$ cat config.mk
export PLATFORM = sky130hd
export DESIGN_NAME = bit_op_and_branch_exec
export DESIGN_NICKNAME = d
export VERILOG_FILES = /design/src/design/bitbr_pkg.sv /design/src/design/bit_op_and_branch_exec.sv
export SDC_FILE = /design/constraint.sdc
export NUM_CORES = 1
export LEC_CHECK = 0
export ABC_CLOCK_PERIOD_IN_PS = 3630
export BUFFER_PORTS_ARGS = -buffer_cell sky130_fd_sc_hd__buf_2
export CORE_MARGIN = 2
export CORE_UTILIZATION = 42
export CTS_CLUSTER_DIAMETER = 200
export DETAILED_ROUTE_END_ITERATION = 10
export GPL_TIMING_DRIVEN = 0
export PLACE_DENSITY = 0.71
export SYNTH_ARGS = -nofsm -noshare
export SYNTH_HDL_FRONTEND = slang
export SYNTH_SLANG_ARGS = --single-unit
export TNS_END_PERCENT = 100
$ cat constraint.sdc
create_clock -name clk_i -period 3.63 [get_ports clk_i]
set_input_delay 0.5445 -clock clk_i [delete_from_list [all_inputs] [get_ports clk_i]]
set_output_delay 0.5445 -clock clk_i [all_outputs]
set_load 0.01 [all_outputs]
$ cat src/design/bitbr_pkg.sv
// Shared types and constants for the bit-operation and relative-branch execution block.
// Assumes a core with 7-bit file addresses, 8-bit data and a 15-bit program counter.
package bitbr_pkg;
    localparam int ADDR_W = 7;
    localparam int DATA_W = 8;
    localparam int BIT_W  = 3;
    localparam int PC_W   = 15;
    localparam int LIT_W  = 9;
    localparam logic [PC_W-1:0] PC_ONE   = 15'h0001;
    localparam logic [PC_W-1:0] PC_RESET = 15'h0000;
    localparam logic [DATA_W-1:0] DATA_ONE = 8'h01;

    typedef enum logic [2:0] {
        OP_NONE,
        OP_BIT_CLEAR,
        OP_BIT_SET,
        OP_LIT_BRANCH,
        OP_REG_BRANCH,
        OP_SKIP_CLEAR,
        OP_SKIP_SET
    } op_t;

    typedef struct packed {
        op_t               op;
        logic [ADDR_W-1:0] addr;
        logic [BIT_W-1:0]  bit_sel;
        logic [LIT_W-1:0]  lit;
    } instr_t;

    typedef struct packed {
        logic              we;
        logic [ADDR_W-1:0] addr;
        logic [DATA_W-1:0] data;
    } file_wr_t;

    typedef enum logic [1:0] {
        ST_READY,
        ST_FLUSH
    } phase_t;
endpackage

$ cat src/design/bit_op_and_branch_exec.sv
// Execution unit for bit clear/set, bit test with skip, and relative branches.
// Assumes decode presents one instruction per cycle with valid_i, that the current
// register value arrives on file_rdata_i for instr_i.addr in the same cycle, and
// that pc_i already holds the incremented program counter (address of next word).
//
// Contract
// - Bit clear zeroes bit b of file register f, others kept, no flags.
// - Bit set forces bit b of file register f high, others kept, no flags.
// - Literal branch loads PC with incremented PC plus sign-extended 9-bit k.
// - Literal branch takes two cycles and leaves status flags alone.
// - Register branch loads PC with next address plus unsigned working register.
// - Register branch takes two cycles and leaves status flags alone.
// - Skip-if-clear discards next instruction as no-op when tested bit is zero.
// - Skip-if-set discards next instruction as no-op when tested bit is one.
`timescale 1ns/1ps
`default_nettype none
module bit_op_and_branch_exec (
    input  wire logic                           clk_i,
    input  wire logic                           nrst_i,
    input  wire logic                           valid_i,
    input  wire bitbr_pkg::instr_t              instr_i,
    input  wire logic [bitbr_pkg::DATA_W-1:0]   file_rdata_i,
    input  wire logic [bitbr_pkg::DATA_W-1:0]   wreg_i,
    input  wire logic [bitbr_pkg::PC_W-1:0]     pc_i,
    output logic                                busy_o,
    output logic                                flush_o,
    output logic                                pc_load_o,
    output logic [bitbr_pkg::PC_W-1:0]          pc_target_o,
    output var bitbr_pkg::file_wr_t             file_wr_o,
    output logic                                status_we_o
);
    typedef struct packed {
        bitbr_pkg::phase_t          phase;
        logic                       busy;
        logic                       status_we;
        logic                       flush;
        logic                       pc_load;
        logic [bitbr_pkg::PC_W-1:0] pc_target;
        bitbr_pkg::file_wr_t        wr;
    } state_t;

    state_t state_ff;
    state_t nxt_state;

    logic [bitbr_pkg::DATA_W-1:0] mask;
    logic                         tested;
    logic                         take;

    always_comb begin
        mask   = bitbr_pkg::DATA_ONE << instr_i.bit_sel;
        tested = file_rdata_i[instr_i.bit_sel];
        take   = valid_i && (state_ff.phase == bitbr_pkg::ST_READY);
        nxt_state         = state_ff;
        nxt_state.flush   = 1'b0;
        nxt_state.pc_load = 1'b0;
        nxt_state.wr.we   = 1'b0;
        nxt_state.phase   = bitbr_pkg::ST_READY;
        // The second cycle of a two-cycle op accepts nothing, so the fetched word is dropped.
        if (take) begin
            unique case (instr_i.op)
                bitbr_pkg::OP_BIT_CLEAR: begin
                    nxt_state.wr.we   = 1'b1;
                    nxt_state.wr.addr = instr_i.addr;
                    nxt_state.wr.data = file_rdata_i & ~mask;
                end
                bitbr_pkg::OP_BIT_SET: begin
                    nxt_state.wr.we   = 1'b1;
                    nxt_state.wr.addr = instr_i.addr;
                    nxt_state.wr.data = file_rdata_i | mask;
                end
                bitbr_pkg::OP_LIT_BRANCH: begin
                    nxt_state.pc_load   = 1'b1;
                    nxt_state.pc_target = pc_i + {{(bitbr_pkg::PC_W-bitbr_pkg::LIT_W){instr_i.lit[bitbr_pkg::LIT_W-1]}},
                                                  instr_i.lit};
                    nxt_state.flush     = 1'b1;
                    nxt_state.phase     = bitbr_pkg::ST_FLUSH;
                end
                bitbr_pkg::OP_REG_BRANCH: begin
                    nxt_state.pc_load   = 1'b1;
                    nxt_state.pc_target = pc_i + {{(bitbr_pkg::PC_W-bitbr_pkg::DATA_W){1'b0}}, wreg_i};
                    nxt_state.flush     = 1'b1;
                    nxt_state.phase     = bitbr_pkg::ST_FLUSH;
                end
                bitbr_pkg::OP_SKIP_CLEAR: begin
                    if (!tested) begin
                        nxt_state.flush = 1'b1;
                        nxt_state.phase = bitbr_pkg::ST_FLUSH;
                    end
                end
                bitbr_pkg::OP_SKIP_SET: begin
                    if (tested) begin
                        nxt_state.flush = 1'b1;
                        nxt_state.phase = bitbr_pkg::ST_FLUSH;
                    end
                end
                // OP_NONE and any unused op code write nothing and end in their own cycle.
                default: begin
                    nxt_state.phase = bitbr_pkg::ST_READY;
                end
            endcase
        end
        // Busy is kept as its own flop so the port comes straight from a register.
        nxt_state.busy      = nxt_state.phase == bitbr_pkg::ST_FLUSH;
        nxt_state.status_we = 1'b0;
    end

    always_ff @(posedge clk_i) begin
        if (!nrst_i) begin
            state_ff <= '{phase: bitbr_pkg::ST_READY, busy: 1'b0, status_we: 1'b0, flush: 1'b0, pc_load: 1'b0,
                          pc_target: bitbr_pkg::PC_RESET, wr: '0};
        end else begin
            state_ff <= nxt_state;
        end
    end

    assign busy_o      = state_ff.busy;
    assign flush_o     = state_ff.flush;
    assign pc_load_o   = state_ff.pc_load;
    assign pc_target_o = state_ff.pc_target;
    assign file_wr_o   = state_ff.wr;
    // None of these operations touch status flags, so the flag write strobe stays low.
    assign status_we_o = state_ff.status_we;
endmodule
`default_nettype wire

==> summary.txt <==
Status
  • Status: completed

Drt
  • DRT antenna net count: 0
  • DR vias: around 2400
  • Drt drc: 0
  • DR WL/cell: about 13 um
  • Total Wirelength: 5.809 mm
  • DR iter-0 viols: 95
  • Detailed Routing Iterations Pass 1: 4
  • Vias/cell: 5.213

Synth
  • Ys async rst share: 0
  • Gate Count Post-Synth: around 290
  • Register area share after synthesis: 0.3022
  • Syn Nets: 360
  • Unique masters post-synth: just under 50
  • #FFs+latches synth: 34
  • Ys Warns: 0
  • Synth Flop Type: dfxtp_1
  • Netlist Area Pre-Place: around 2300 um^2
  • EDFF count, synth: 0
  • Syn avg cell area: slightly below 8 um^2

Finish
  • Layout area overhead: 26.17%
  • Most frequent cells in the layout: 87 x buf_2, 51 x nand2_1, 34 x dfxtp_1
  • Ratio of cells with drive above 1 in the final layout: 0.2651
  • Final core utilization: 0.5528
  • Post-route cell area: 2841 um^2
  • Diodes inserted: 0
  • Net count, final: between 400 and 500
  • Most common cell after layout, fill and taps aside: buf_2

Global route
  • First-pass GRT wire length: 9.804 mm
  • Remaining global-route overflow: 0
  • Vias in the first global route: ~2200
  • Largest net degree at the start of global routing: 11
  • Antenna violations before repair: 0
  • Global Route Usage Sum: 0.1989

Power
  • PD cells: 329.3 nW/um^2
  • Sequential Power Share: 0.429
  • Switch share: 0.3096
  • Leakage: 1.360 nW
  • P_int: between 0.6 and 0.7 mW
  • Comb pwr share: 0.298
  • Psw: slightly below 0.3 mW
  • Clk pwr share: 0.273
  • VDD IR max: roughly 0.22 mV

Timing
  • Fin crit period: ~3.3 ns
  • Worst Tran Pin Value: roughly 0.94 ns
  • Rel. slew slack: 0.3725
  • RSZ-0062 raised after global routing: false
  • Setup violations, final: 0
  • Fmax: 303.9 MHz
  • Period utilisation layout: 0.9065
  • Slew Limit Fails: 0
  • Clock skew: 0.001754 ns
  • Setup TNS: 0 ns
  • Final Hold Viols: 0

Worst setup path
  • Crit Path Class: input pin to flop
  • Critical Path Slowest Stage Cell: o41ai_1
  • Most used cell, CP: nand2_1
  • Worst path arrival time: roughly 3.4 ns
  • Worst path bufs/invs: 3
  • Worst Path Max Fanout: 10
  • Reg-to-reg startpoint: state_ff[35]$_SDFF_PN0_
  • Critical Path RT: around 3.8 ns
  • Critical path launch point type: input pin
  • Crit. End Element: flop
  • Critical Path Max Stage Delay: between 0.4 and 0.5 ns
  • Crit path from: instr_i[19]
  • Largest delay share family, worst path: simple AND/OR/NAND/NOR gates
  • Crit path cell chain: buf_2 -> nor3b_1 -> clkbuf_1 -> nand2_1 -> nand2_1 -> ha_1 -> inv_1 -> fa_1 -> nand3b_1 -> nand4_1 -> a31oi_1 -> o41ai_1 -> xnor2_1 -> a21oi_1

CTS
  • Hold buffers post-CTS: 0
  • Total CTS buffers: 5
  • Root buf cell: clkbuf_8
  • CTS tree: yes
  • Post-cts resize count: 0
  • H-tree Lvls: 2
  • CTS sink count: 34
  • Clk pin slew, worst setup/hold paths: roughly 0.06 ns
  • Clock Latency Late Sink: between 0.2 and 0.3 ns
  • Max clock buf depth: 2
  • Post-CTS Setup Bufs: 0

Floorplanning
  • Die width: 77.23 um
  • Core area: slightly above 5000 um^2
  • Total die area: slightly below 6000 um^2
  • Ports: between 90 and 100
  • Initial Util: 0.4382
  • Core Rows: 26
  • Die height: roughly 77 um

Min path
  • Worst Hold Launch: pc_target_o[3]$_SDFFE_PN0P_
  • Worst hold path class: flop to flop

Place
  • DP Wirelength: between 4 and 5 mm
  • Input/output buffers: between 80 and 90
  • RePlAce Congestion: around 0.85
  • Placed Area: 2765 um^2

Flow run
  • Maxcap violations: 0
==> sequential cells by signal, indices dropped and copies added (netlist names) <==
register	flops
pc_load_o	1
flush_o	1
file_wr_o	16
state_ff	1
pc_target_o	15
==> tightest hold or removal path, delay by kind of cell (launching register included) <==
| kind | cells | cell delay [ns] |
|---|---|---|
| simple gates | 1 | 0.05 |
| compound gates | 1 | 0.05 |
| flops | 1 | 0.31 |
==> Yosys cell counts (2+ instances only) <==
cell	number	area (um^2)
a211oi_1	8	60.06
a21o_1	2	15.01
a21oi_1	17	85.08
a22oi_1	2	15.01
a31o_2	2	17.52
a31oi_1	4	25.02
buf_2	2	10.01
clkbuf_1	11	41.29
dfxtp_1	34	680.7
ha_1	14	175.2
inv_1	12	45.04
mux2i_1	17	170.2
mux4_2	2	45.04
nand2_1	51	191.4
nand3_1	14	70.07
nand3b_1	3	22.52
nand4_1	2	12.51
nor2_1	32	120.1
nor2b_1	2	12.51
nor3_1	9	45.04
nor3b_1	3	22.52
o211ai_1	2	15.01
o21ai_0	6	30.03
o31ai_1	2	15.01
o41ai_1	2	17.52
or2_2	2	12.51
or3_1	2	12.51
xnor2_1	9	78.83
==> stage by stage <==
| step | setup slack [ns] | power [mW] | hold WS, ns | instances |
|---|---|---|---|---|
| 6_report | 0.3393 | 0.9358 | 0.4489 | 451 |
| 5_1_grt | 0.04990 | 0.9951 | 0.4765 | 451 |
| 4_1_cts | 0.3321 | 0.9428 | 0.4489 | 451 |
| 3_5_place_dp | 0.04119 | 0.6879 | 0.4401 | 444 |
| 3_3_place_gp | 0.1447 | 0.6836 | 0.4426 | 444 |
| 2_1_floorplan | 0.5812 | 0.5954 | 0.4761 | 289 |
==> power groups by stage <==
| stage | registers (mW) | clock network (mW) | logic [mW] |
|---|---|---|---|
| 6_report | 0.402 | 0.255 | 0.279 |
| 3_3_place_gp | 0.409 | 0 | 0.274 |
| 3_5_place_dp | 0.410 | 0 | 0.278 |
| 2_1_floorplan | 0.419 | 0 | 0.177 |
| 5_1_grt | 0.404 | 0.279 | 0.312 |
| 4_1_cts | 0.402 | 0.261 | 0.280 |
==> path summary, 6_finish.rpt <==
kind                                        to  depth (start not counted)  slack [ns]
hold reg to reg    pc_target_o[3]$_SDFFE_PN0P_                          2        0.45
setup reg to reg    file_wr_o[10]$_SDFFE_PN0P_                          5        1.73
hold / removal     pc_target_o[3]$_SDFFE_PN0P_                          2        0.45
setup / recovery  pc_target_o[14]$_SDFFE_PN0P_                         14        0.34
==> layer usage <==
metal | up-vias | GRT usage | part of all wire
met3 | 8 | 0.04353 | 0.055
met5 | - | 0 | 0
met1 | 1069 | 0.2692 | 0.47
met2 | 70 | 0.3217 | 0.46
met4 | 0 | 0.04821 | 0.014
li1 | 1204 | - | -
==> cell type report <==
cell class / count / area, um^2
well taps: 70 / 87.58
fillers: 528 / 2298
repair buffers: 85 / 425.4
flip-flops and latches: 34 / 680.7
plain buffers: 14 / 58.81
inverters: 12 / 45.04
multi-input cells: 229 / 1468
clock buffers: 7 / 76.32
==> kinds of logic after synthesis <==
logic type	Yosys count	synth area share
multiplexers	19	0.09555
flip-flops	34	0.3022
adder cells (fa/ha/maj)	15	0.08667
AND/OR/NAND/NOR	127	0.2550
other	1	0.001665
XOR/XNOR	10	0.03889
buffers and inverters	26	0.04611
AO/OA/AOI/OAI	57	0.1739
Note: power is estimated with default switching activity, not from simulation.
